`config.mk`:
```
export PLATFORM = sky130hd
export DESIGN_NAME = thermo_host
export DESIGN_NICKNAME = d
export VERILOG_FILES = /design/src/verilog/thermo_host_pkg.sv /design/src/verilog/thermo_host.sv /design/src/verilog/quarter_tick.sv
export SDC_FILE = /design/constraint.sdc
export NUM_CORES = 1
export LEC_CHECK = 0
export ABC_AREA = 1
export BUFFER_PORTS_ARGS = -buffer_cell sky130_fd_sc_hd__buf_4
export CAP_MARGIN = 20
export CELL_PAD_IN_SITES_DETAIL_PLACEMENT = 1
export CELL_PAD_IN_SITES_GLOBAL_PLACEMENT = 1
export CORE_UTILIZATION = 45
export CTS_CLUSTER_SIZE = 16
export DETAILED_ROUTE_END_ITERATION = 8
export HOLD_SLACK_MARGIN = 0.15
export PLACE_DENSITY = 0.83
export SLEW_MARGIN = 25
export SYNTH_ARGS = -nofsm -noshare
export SYNTH_HDL_FRONTEND = slang
export SYNTH_SLANG_ARGS = --single-unit
```
`constraint.sdc`:
```
create_clock -name i_clk -period 4.84 [get_ports i_clk]
set_input_delay 0.726 -clock i_clk [delete_from_list [all_inputs] [get_ports i_clk]]
set_output_delay 0.726 -clock i_clk [all_outputs]
set_load 0.01 [all_outputs]
```
`src/verilog/thermo_host_pkg.sv`:
```
// Constants for the two-wire thermometer host controller
package thermo_host_pkg;
  // ==========================================================
  // APB register map of the controller
  localparam logic [7:0] REG_CTRL   = 8'h00;
  localparam logic [7:0] REG_STATUS = 8'h04;
  localparam logic [7:0] REG_RDATA  = 8'h08;
  localparam logic [7:0] REG_WDATA  = 8'h0c;
  // ==========================================================
  // Control and status register fields
  localparam int CTRL_GO_BIT    = 0;
  localparam int CTRL_READ_BIT  = 1;
  localparam int CTRL_CMD_LSB   = 8;
  localparam int CTRL_SEL_LSB   = 16;
  localparam int CTRL_NDATA_LSB = 20;
  localparam int STAT_BUSY_BIT  = 0;
  localparam int STAT_NACK_BIT  = 1;
  localparam int STAT_DONE_BIT  = 2;
  // ==========================================================
  // Device side constants
  localparam logic [3:0] DEVICE_TYPE_CODE = 4'h5; // Arbitrary value, override at top
  localparam logic [7:0] CMD_FETCH_TEMP   = 8'haa;
  localparam logic [7:0] CMD_SETUP_ACCESS = 8'hac;
  localparam logic [7:0] CMD_BEGIN_CONV   = 8'hee;
  localparam logic [7:0] CMD_HALT_CONV    = 8'h22;
  localparam int CFG_DONE_BIT   = 7;
  localparam int CFG_OVER_BIT   = 6;
  localparam int CFG_UNDER_BIT  = 5;
  localparam int CFG_NVBUSY_BIT = 4;
  localparam int CFG_POL_BIT    = 1;
  localparam int CFG_SINGLE_BIT = 0;
  // ==========================================================
  // Timing: 200 MHz clock, 100 kHz standard rate
  localparam int CLK_HZ       = 200_000_000;
  localparam int SCL_HZ       = 100_000;
  localparam int QUARTER_CYC  = CLK_HZ / (SCL_HZ * 4);
  localparam int NV_WRITE_MS  = 10;
  localparam int NV_WRITE_CYC = CLK_HZ / 1000 * NV_WRITE_MS;
  localparam logic [31:0] RESET_ZERO = 32'h0000_0000;
endpackage : thermo_host_pkg

```
`src/verilog/thermo_host.sv`:
```
// Two-wire bus master that drives the thermometer through its serial pins
// Overview of operation
// - Master makes every clock, START, STOP
// - START is data falling while clock high
// - STOP is data rising while clock high
// - Data changes only while clock low
// - Eight-bit bytes each with acknowledge bit
// - Receiver pulls data low on ack clock
// - Master leaves last read byte unacknowledged
// - Repeated START ends and begins transfer
// - Write: control, command, then data bytes
// - Read: command, repeated START, control read
//
// The placing of the registers and the APB slave port are this design's own decisions.
`timescale 1ns/1ps
module thermo_host #(
  parameter int         QUARTER   = thermo_host_pkg::QUARTER_CYC,
  parameter logic [3:0] TYPE_CODE = thermo_host_pkg::DEVICE_TYPE_CODE
) (
  input  wire logic        i_clk,
  input  wire logic        i_arst_n,
  input  wire logic        i_psel,
  input  wire logic        i_penable,
  input  wire logic        i_pwrite,
  input  wire logic [7:0]  i_paddr,
  input  wire logic [31:0] i_pwdata,
  output logic [31:0]      o_prdata,
  output logic             o_pready,
  output logic             o_pslverr,
  input  wire logic        i_scl,
  output logic             o_scl,
  output logic             o_scl_oe,
  input  wire logic        i_sda,
  output logic             o_sda,
  output logic             o_sda_oe
);
  import thermo_host_pkg::*;

  typedef enum {ST_IDLE, ST_START, ST_BYTE, ST_ACK, ST_RESTART, ST_STOP} state_t;
  typedef enum {PH_CTRL_W, PH_CMD, PH_WDATA, PH_CTRL_R, PH_RDATA} phase_t;

  // ==========================================================
  // Pin synchronisers
  logic [1:0] sda_sync_q;
  logic [1:0] scl_sync_q;
  always_ff @(posedge i_clk or negedge i_arst_n) begin
    if (!i_arst_n) begin
      sda_sync_q <= 2'b11;
      scl_sync_q <= 2'b11;
    end else begin
      sda_sync_q <= {sda_sync_q[0], i_sda};
      scl_sync_q <= {scl_sync_q[0], i_scl};
    end
  end
  logic sda_in;
  logic scl_in;
  assign sda_in = sda_sync_q[1];
  assign scl_in = scl_sync_q[1];

  // ==========================================================
  // APB slave
  logic [31:0] ctrl_q;
  logic [15:0] wdata_q;
  logic [15:0] rdata_q;
  logic        busy_q;
  logic        nack_q;
  logic        done_q;
  logic        wr_en;
  logic        go;
  assign o_pready  = 1'b1;
  assign o_pslverr = 1'b0;
  assign wr_en = i_psel && i_penable && i_pwrite;
  assign go = wr_en && i_paddr == REG_CTRL && i_pwdata[CTRL_GO_BIT] && !busy_q;

  always_ff @(posedge i_clk or negedge i_arst_n) begin
    if (!i_arst_n) begin
      ctrl_q  <= RESET_ZERO;
      wdata_q <= RESET_ZERO[15:0];
    end else if (wr_en && !busy_q) begin
      if (i_paddr == REG_CTRL) begin
        ctrl_q <= i_pwdata;
      end
      if (i_paddr == REG_WDATA) begin
        wdata_q <= i_pwdata[15:0];
      end
    end
  end

  always_comb begin
    case (i_paddr)
      REG_CTRL:   o_prdata = ctrl_q;
      REG_STATUS: o_prdata = {29'h0, done_q, nack_q, busy_q};
      REG_RDATA:  o_prdata = {16'h0, rdata_q};
      REG_WDATA:  o_prdata = {16'h0, wdata_q};
      default:    o_prdata = 32'h0000_0000;
    endcase
  end

  // ==========================================================
  // Serial engine
  logic tick;
  quarter_tick #(.DIV(QUARTER)) u_tick (
    .i_clk   (i_clk),
    .i_arst_n(i_arst_n),
    .i_run   (busy_q),
    .o_tick  (tick)
  );

  state_t     st_q;
  phase_t     ph_q;
  logic [1:0] qtr_q;
  logic [2:0] bit_q;
  logic [7:0] sh_q;
  logic [1:0] nbytes_q;
  logic [1:0] bcnt_q;
  logic       scl_q;
  logic       sda_q;
  logic       is_read;
  logic [7:0] ctrl_byte_w;
  logic       last_rd;

  function automatic logic [7:0] ctrl_byte(input logic [3:0] code, input logic [2:0] sel,
                                           input logic rd);
    ctrl_byte = {code, sel, rd};
  endfunction : ctrl_byte

  assign is_read     = ctrl_q[CTRL_READ_BIT];
  assign ctrl_byte_w = ctrl_byte(TYPE_CODE, ctrl_q[CTRL_SEL_LSB +: 3], 1'b0);
  assign last_rd     = (bcnt_q + 2'd1 == nbytes_q);

  // Clock stretching by the far end is honoured: the high quarter waits for the line
  logic scl_wait;
  assign scl_wait = scl_q && !scl_in;

  always_ff @(posedge i_clk or negedge i_arst_n) begin
    if (!i_arst_n) begin
      st_q     <= ST_IDLE;
      ph_q     <= PH_CTRL_W;
      qtr_q    <= 2'd0;
      bit_q    <= 3'd7;
      sh_q     <= 8'h00;
      nbytes_q <= 2'd0;
      bcnt_q   <= 2'd0;
      scl_q    <= 1'b1;
      sda_q    <= 1'b1;
      busy_q   <= 1'b0;
      nack_q   <= 1'b0;
      done_q   <= 1'b0;
      rdata_q  <= 16'h0000;
    end else if (go) begin
      busy_q   <= 1'b1;
      done_q   <= 1'b0;
      nack_q   <= 1'b0;
      st_q     <= ST_START;
      ph_q     <= PH_CTRL_W;
      qtr_q    <= 2'd0;
      bcnt_q   <= 2'd0;
      nbytes_q <= i_pwdata[CTRL_NDATA_LSB +: 2];
    end else if (tick && !scl_wait) begin
      qtr_q <= qtr_q + 2'd1;
      case (st_q)
        ST_START: begin
          // Bus idle first, then data falls while clock high
          if (qtr_q == 2'd0 && !(scl_in && sda_in)) begin
            qtr_q <= 2'd0;
          end else if (qtr_q == 2'd1) begin
            sda_q <= 1'b0;
          end else if (qtr_q == 2'd3) begin
            scl_q <= 1'b0;
            sh_q  <= (ph_q == PH_CTRL_R) ? (ctrl_byte_w | 8'h01) : ctrl_byte_w;
            bit_q <= 3'd7;
            st_q  <= ST_BYTE;
          end
        end
        ST_BYTE: begin
          // Data moves in the low half, sampled mid-high
          case (qtr_q)
            2'd0: sda_q <= (ph_q == PH_RDATA) ? 1'b1 : sh_q[7];
            2'd1: scl_q <= 1'b1;
            2'd2: if (ph_q == PH_RDATA) sh_q <= {sh_q[6:0], sda_in};
            default: begin
              scl_q <= 1'b0;
              if (ph_q != PH_RDATA) sh_q <= {sh_q[6:0], 1'b0};
              bit_q <= bit_q - 3'd1;
              if (bit_q == 3'd0) st_q <= ST_ACK;
            end
          endcase
        end
        ST_ACK: begin
          case (qtr_q)
            2'd0: sda_q <= (ph_q == PH_RDATA) ? last_rd : 1'b1;
            2'd1: scl_q <= 1'b1;
            2'd2: begin
              if (ph_q != PH_RDATA && sda_in) begin
                nack_q <= 1'b1;
              end
              if (ph_q == PH_RDATA) begin
                rdata_q <= {rdata_q[7:0], sh_q};
              end
            end
            default: begin
              scl_q <= 1'b0;
              bit_q <= 3'd7;
              if (nack_q) begin
                st_q <= ST_STOP;
              end else begin
                case (ph_q)
                  PH_CTRL_W: begin
                    ph_q <= PH_CMD;
                    sh_q <= ctrl_q[CTRL_CMD_LSB +: 8];
                    st_q <= ST_BYTE;
                  end
                  PH_CMD: begin
                    if (nbytes_q == 2'd0) begin
                      st_q <= ST_STOP;
                    end else if (is_read) begin
                      ph_q <= PH_CTRL_R;
                      st_q <= ST_RESTART;
                    end else begin
                      ph_q <= PH_WDATA;
                      sh_q <= (nbytes_q == 2'd2) ? wdata_q[15:8] : wdata_q[7:0];
                      st_q <= ST_BYTE;
                    end
                  end
                  PH_WDATA, PH_RDATA: begin
                    bcnt_q <= bcnt_q + 2'd1;
                    sh_q   <= wdata_q[7:0];
                    st_q   <= last_rd ? ST_STOP : ST_BYTE;
                  end
                  default: begin
                    ph_q <= PH_RDATA;
                    st_q <= ST_BYTE;
                  end
                endcase
              end
            end
          endcase
        end
        ST_RESTART: begin
          // Release data in low clock, raise clock, then START again
          if (qtr_q == 2'd0) begin
            sda_q <= 1'b1;
          end else if (qtr_q == 2'd1) begin
            scl_q <= 1'b1;
          end else if (qtr_q == 2'd3) begin
            st_q  <= ST_START;
            qtr_q <= 2'd1;
          end
        end
        ST_STOP: begin
          if (qtr_q == 2'd0) begin
            sda_q <= 1'b0;
          end else if (qtr_q == 2'd1) begin
            scl_q <= 1'b1;
          end else if (qtr_q == 2'd2) begin
            sda_q <= 1'b1;
          end else begin
            st_q   <= ST_IDLE;
            busy_q <= 1'b0;
            done_q <= 1'b1;
          end
        end
        default: begin
          qtr_q <= 2'd0;
        end
      endcase
    end
  end

  // Open drain: drive only lows, master owns the clock
  assign o_scl    = 1'b0;
  assign o_scl_oe = !scl_q;
  assign o_sda    = 1'b0;
  assign o_sda_oe = !sda_q;
endmodule : thermo_host

```
`src/verilog/quarter_tick.sv`:
```
// Divider making one-cycle enable pulses at four per serial clock period
`timescale 1ns/1ps
module quarter_tick #(
  parameter int DIV = 500
) (
  input  wire logic i_clk,
  input  wire logic i_arst_n,
  input  wire logic i_run,
  output logic      o_tick
);
  import thermo_host_pkg::*;
  logic [15:0] cnt_q;
  always_ff @(posedge i_clk or negedge i_arst_n) begin
    if (!i_arst_n) begin
      cnt_q <= 16'h0000;
    end else if (!i_run || cnt_q == 16'(DIV - 1)) begin
      cnt_q <= 16'h0000;
    end else begin
      cnt_q <= cnt_q + 16'h0001;
    end
  end
  assign o_tick = i_run && (cnt_q == 16'(DIV - 1));
endmodule : quarter_tick

```
; ---- Word-level counts from Yosys, hierarchy flattened
; Cells that the tools add are included.
; Widths: inputs -> output; s select.
[totals]
output_inout_bits = 38
word_cells = 234
regBits = 170
in_bits = 47
[classes]
bitwise = 1
addsub = 4
reduce_logical = 53
muxes = 98
n_eq_ne = 60
[op_table]
columns = op, n
row1 = $mux 32, 20
row2 = $pmux 32 s5, 1
row3 = $eq 32x3->1 const B, 4
row4 = $pmux 32 s4, 1
row5 = $eq 32x2->1 const B, 3
row6 = $pmux 32 s3, 1
row7 = $mux 8, 10
row8 = $eq 32x1->1 const B, 2
row9 = $ne 3x3->1 const B, 19
row10 = $pmux 8 s3, 2
row11 = $mux 1, 34
row12 = $ne 2x2->1 const B, 17
row13 = $eq 32x4->1 const B, 1
row14 = $logic_not 32->1, 1
row15 = $ne 32x4->1 const B, 1
row16 = $reduce_and 14->1, 2
row17 = $mux 3, 9
row18 = $mux 2, 12
row19 = $add 16x1->16 const B, 1
row20 = $eq 16x9->1 const B, 1
row21 = $eq 8x4->1 const B, 2
row22 = $mux 16, 1
row23 = $pmux 8 s2, 1
row24 = $reduce_and 5->1, 3
row25 = 33 further kinds, 67

; ---- Logic depth before layout (Yosys ltp)
[logic_depth]
ltp_word = 9
depth_mapped = 14
ltp_nobuf = 14

; ---- By module
; From an unflattened synthesis, not the netlist that was laid out.
[hier_totals]
hier_cells = 847
hier_area_um2 = 6258.5
[modules_own_cells]
columns = module, seq_area_each_um2, area_per_inst_um2, n_inst, cells_per_inst
row1 = thermo_host, 2413.6, 5356.4, 1, 728
row2 = quarter_tick, 400.4, 902.1, 1, 119

; ---- Least setup slack after synthesis
; No wires, ideal clock.
[synth_timing]
path_type = input port to output port
from = in i_paddr[7]
to = out o_prdata[1]
path_buffers = 1
t_arrival_ns = 1.657
slack_ns = 2.457
t_required_ns = 4.114
stages = 8
cell_sequence = nor2_1 -> nand2_1 -> inv_1 -> nand4_1 -> inv_1 -> buf_2 -> nand2_1 -> o2111ai_1
[synth_via]
elab_chain_len = 2
elab_cells_between_ends = 5
classes_between = 3 x eq/ne / 1 x mux / 1 x reduce/logical
[synth_rtl]
columns = item, line_no
row1 = start: declaration, thermo_host.sv:25  ; input wire logic [7:0] i_paddr,
row2 = $eq 8x4->1 (tied with other cells), thermo_host.sv:90  ; case (i_paddr)
row3 = $pmux 32 s4 *, thermo_host.sv:90
row4 = end: declaration, thermo_host.sv:27  ; output logic [31:0] o_prdata,
; Every way passes the cells marked *; elsewhere a longest branch is shown, timed or not.

; ---- Worst setup path after layout
[layout_timing]
from = in i_paddr[7]
to = out o_prdata[2]
; Same word-level chain as after synthesis.

==> flow_summary.ini <==
[floorplan]
dieArea_um2 = 14000
ios = 85
core_um2 = 13200
start_util_pct = 46.1
std_cell_rows = 42
die_w_um = 118
die_y_um = 118

[pwr]
swShare_pct = 22.7
p_comb_share_pct = 3.5
power_switching_uw = 387
p_total_uw = 1710
p_int_uw = 1320
powerDensity_nw_per_um2 = 241
p_clk_share_pct = 41.5
irDropWorstVdd_mv = 0.144
power_frac_seq_pct = 55.0
p_leak_uw = 0.00358

[synthesis]
ys_warn_count = 0
synth_edf_count = 0
synthDistinctLibCells = 39
synth_area_leader_cell = dfrtp_1
async_flop_share_pct = 100
synth_area_leaders = dfrtp_1, nand2_1, inv_1
syn-cell-area_um2 = 6100
synth-seq-cells = 112
synthSimpleGateAreaFrac_pct = 28.5
synthFlopType = dfrtp_1
syn_inst = 817
synth_top_area_share_pct = 42.2
synth_top_family_by_area = simple AND/OR/NAND/NOR gates
synth_commonest_cells = nand2_1, dfrtp_1, inv_1
seq_area_frac_synth_pct = 46.1
synth_mux_area_share_pct = 0
synth_xor_area_share_pct = 1.00
syn_area_per_cell_um2 = 7.47
yosysMostFrequentCell = nand2_1
synth-compound-area-share_pct = 12.5
synthAdderAreaFrac_pct = 2.05

[finish]
multi_input_area_um2 = 2710
fillers = 1707
synthToLayoutAreaGrowth_pct = 16.0
regArea_um2 = 2810
instances_no_fill = 1065
drive_gt1_share_pct = 16.1
diodes = 0
final_area_um2 = 7080
final_nets = 941

[drt]
via_count = 5690
wirelength_um = 18200
drc_errors = 0
drtPass1Iterations = 4
ant_nets = 0
wl_per_cell_um = 17.0
detail_route.iter0.violations = 306
viasPerCell = 5.34
routed.top_layer = met4
routed-wl-met3_um = 536
wl_met1_um = 7530
dr_wl_met2_um = 9360

[cts]
clk_latency_ns = 0.36
cts.repair.resized = 0
numCtsBuffers = 9
h-tree-depth = 3
clk_pin_slew_worst_paths_ns = 0.07
cts_tree = yes
cts_setup_buffers = 0
holdBufCountCts = 0
clock_sinks = 112
clk_path_buf_depth = 2
clk_root_buffer_cell = clkbuf_16

[placed_design]
place_area_um2 = 6810
dp_hpwl_um = 13400
globalplace.congestion = 0.896
port_buffers = 80
pre_cts_ws_ns = 1.69
place_inst = 1049

[timing]
finalHoldViolations = 0
rsz0062_at_grt = false
setup_tns_ns = 0
fin_crit_sh_pct = 64.4
fin_crit_ns = 3.12
fin_ws_ns = 1.72
slew_violations = 0
finClkSkew_ns = 0.00911
max_freq_mhz = 321
setup_violations = 0
slew_headroom_pct = 46.6
tightest_slew_ns = 0.799

[worst_setup_path]
startpoint = i_paddr[7]
cp.required_ns = 4.11
crit_path_max_fanout = 11
r2r_cells = 7
worstSetupPathType = input port to primary output
arrival_ns = 2.39
cp-end-kind = primary output
cp-start-kind = input port
r2r-start = u_tick.cnt_q[11]

[hold_path]
worstHoldStart = sda_sync_q[0]
worst_hold_path.num_cells = 0
hold_path.class = flip-flop to flip-flop

[grt]
grt-ovfl-total = 0
first_global_vias = 6016
grt.total_usage_pct = 27.2
grt_max_degree = 83
grt_pass1_wl_um = 29700
antenna_found_initial = 0

[flow_run]
cap_viol_max_count = 0

[status]
outcome = finished clean
==> per-stage QoR <==
stage	hold slack [ns]	utilization [%]
5_1_grt	0.363	53.5
6_report	0.362	53.5
3_5_place_dp	0.351	51.4
3_3_place_gp	0.348	51.4
2_1_floorplan	0.345	-
4_1_cts	0.362	53.4
==> placed cells by master, fill, tap and decap left out, types with 2 or more instances in the layout <==
| cell type | Yosys | routed |
|---|---|---|
| nand3_1 | 48 | 48 |
| o221ai_1 | 5 | 5 |
| o2111ai_1 | 2 | 2 |
| nor4_1 | 2 | 2 |
| inv_1 | 103 | 103 |
| inv_2 | 15 | 15 |
| xor2_1 | 7 | 7 |
| nor2_8 | 2 | 2 |
| o22ai_1 | 3 | 3 |
| dfstp_2 | 9 | 9 |
| o21ai_0 | 25 | 25 |
| o211ai_1 | 12 | 12 |
| nor2_2 | 3 | 3 |
| ha_1 | 10 | 10 |
| nor2_4 | 3 | 3 |
| o21bai_1 | 2 | 2 |
| buf_4 | 7 | 81 |
| nand3_4 | 2 | 2 |
| nor3_1 | 7 | 7 |
| a21oi_1 | 28 | 28 |
| nand4_2 | 2 | 2 |
| o21ai_1 | 58 | 58 |
| conb_1 | 2 | 4 |
| nor2_1 | 75 | 75 |
| nand3_2 | 2 | 2 |
| dfrtp_1 | 103 | 103 |
| nand4_1 | 5 | 5 |
| nand2_2 | 9 | 10 |
| clkbuf_16 | 0 | 9 |
| clkbuf_1 | 12 | 4 |
| nand2_1 | 237 | 236 |
==> layer usage <==
metal	global-route usage, %	vias up
met5	0	-
met3	3.33	52
li1	-	2724
met2	48.8	119
met1	31.6	2795
met4	14.4	0
==> final timing paths <==
check / end / slack, ns
worst max-delay path: o_prdata[2] / 1.72
worst min-delay path: sda_sync_q[1] / 0.36
worst max register to register: rdata_q[9] / 2.47
worst min register to register: sda_sync_q[1] / 0.36
max in group asynchronous: bit_q[2] / 3.50
min in group asynchronous: ph_q[1] / 0.41
==> logic make-up (layout without fill, tap and decap cells) <==
logic type | count (synthesis) | count (layout)
AO/OA/AOI/OAI | 138 | 138
XOR/XNOR | 7 | 7
adder cells (fa/ha/maj) | 10 | 10
buffers and inverters | 148 | 218
flip-flops | 112 | 112
other | 2 | 4
AND/OR/NAND/NOR | 400 | 400
==> flip-flops by register name, summed over array words and instances, names as in the netlist <==
| register | count |
|---|---|
| nbytes_q | 2 |
| bit_q | 3 |
| nack_q | 1 |
| st_q | 3 |
| scl_q | 1 |
| sda_sync_q | 2 |
| rdata_q | 16 |
| u_tick.cnt_q | 16 |
| sda_q | 1 |
| qtr_q | 2 |
| ph_q | 3 |
| scl_sync_q | 2 |
| wdata_q | 16 |
| done_q | 1 |
| sh_q | 8 |
| bcnt_q | 2 |
| busy_q | 1 |
| ctrl_q | 32 |
==> layout make-up <==
class	instances	share of cell area (%)
clock buffer	13	3.39
clock inverter	3	0.389
inverter	120	6.38
multi-input combinational	559	38.2
sequential	112	39.7
tap	176	3.11
timing repair buffer	82	8.75
==> critical path, cell delays in order <==
cell,delay [ns]
buf_4,0.11
nor2_1,0.09
nand2_1,0.12
inv_1,0.12
nand4_1,0.36
inv_1,0.46
nand2_1,0.09
o2111ai_1,0.14
buf_4,0.17
==> power groups by stage <==
stage | Sequential (uW) | Clock [uW] | Combinational, uW
final | 940 | 708 | 60.2
after CTS | 940 | 722 | 61.9
after global routing | 940 | 748 | 67.8
after floorplan | 957 | 0 | 11.1
after detailed placement | 958 | 0 | 61.8
after global placement | 958 | 0 | 60.2
Power figures use the tool's default switching activity.
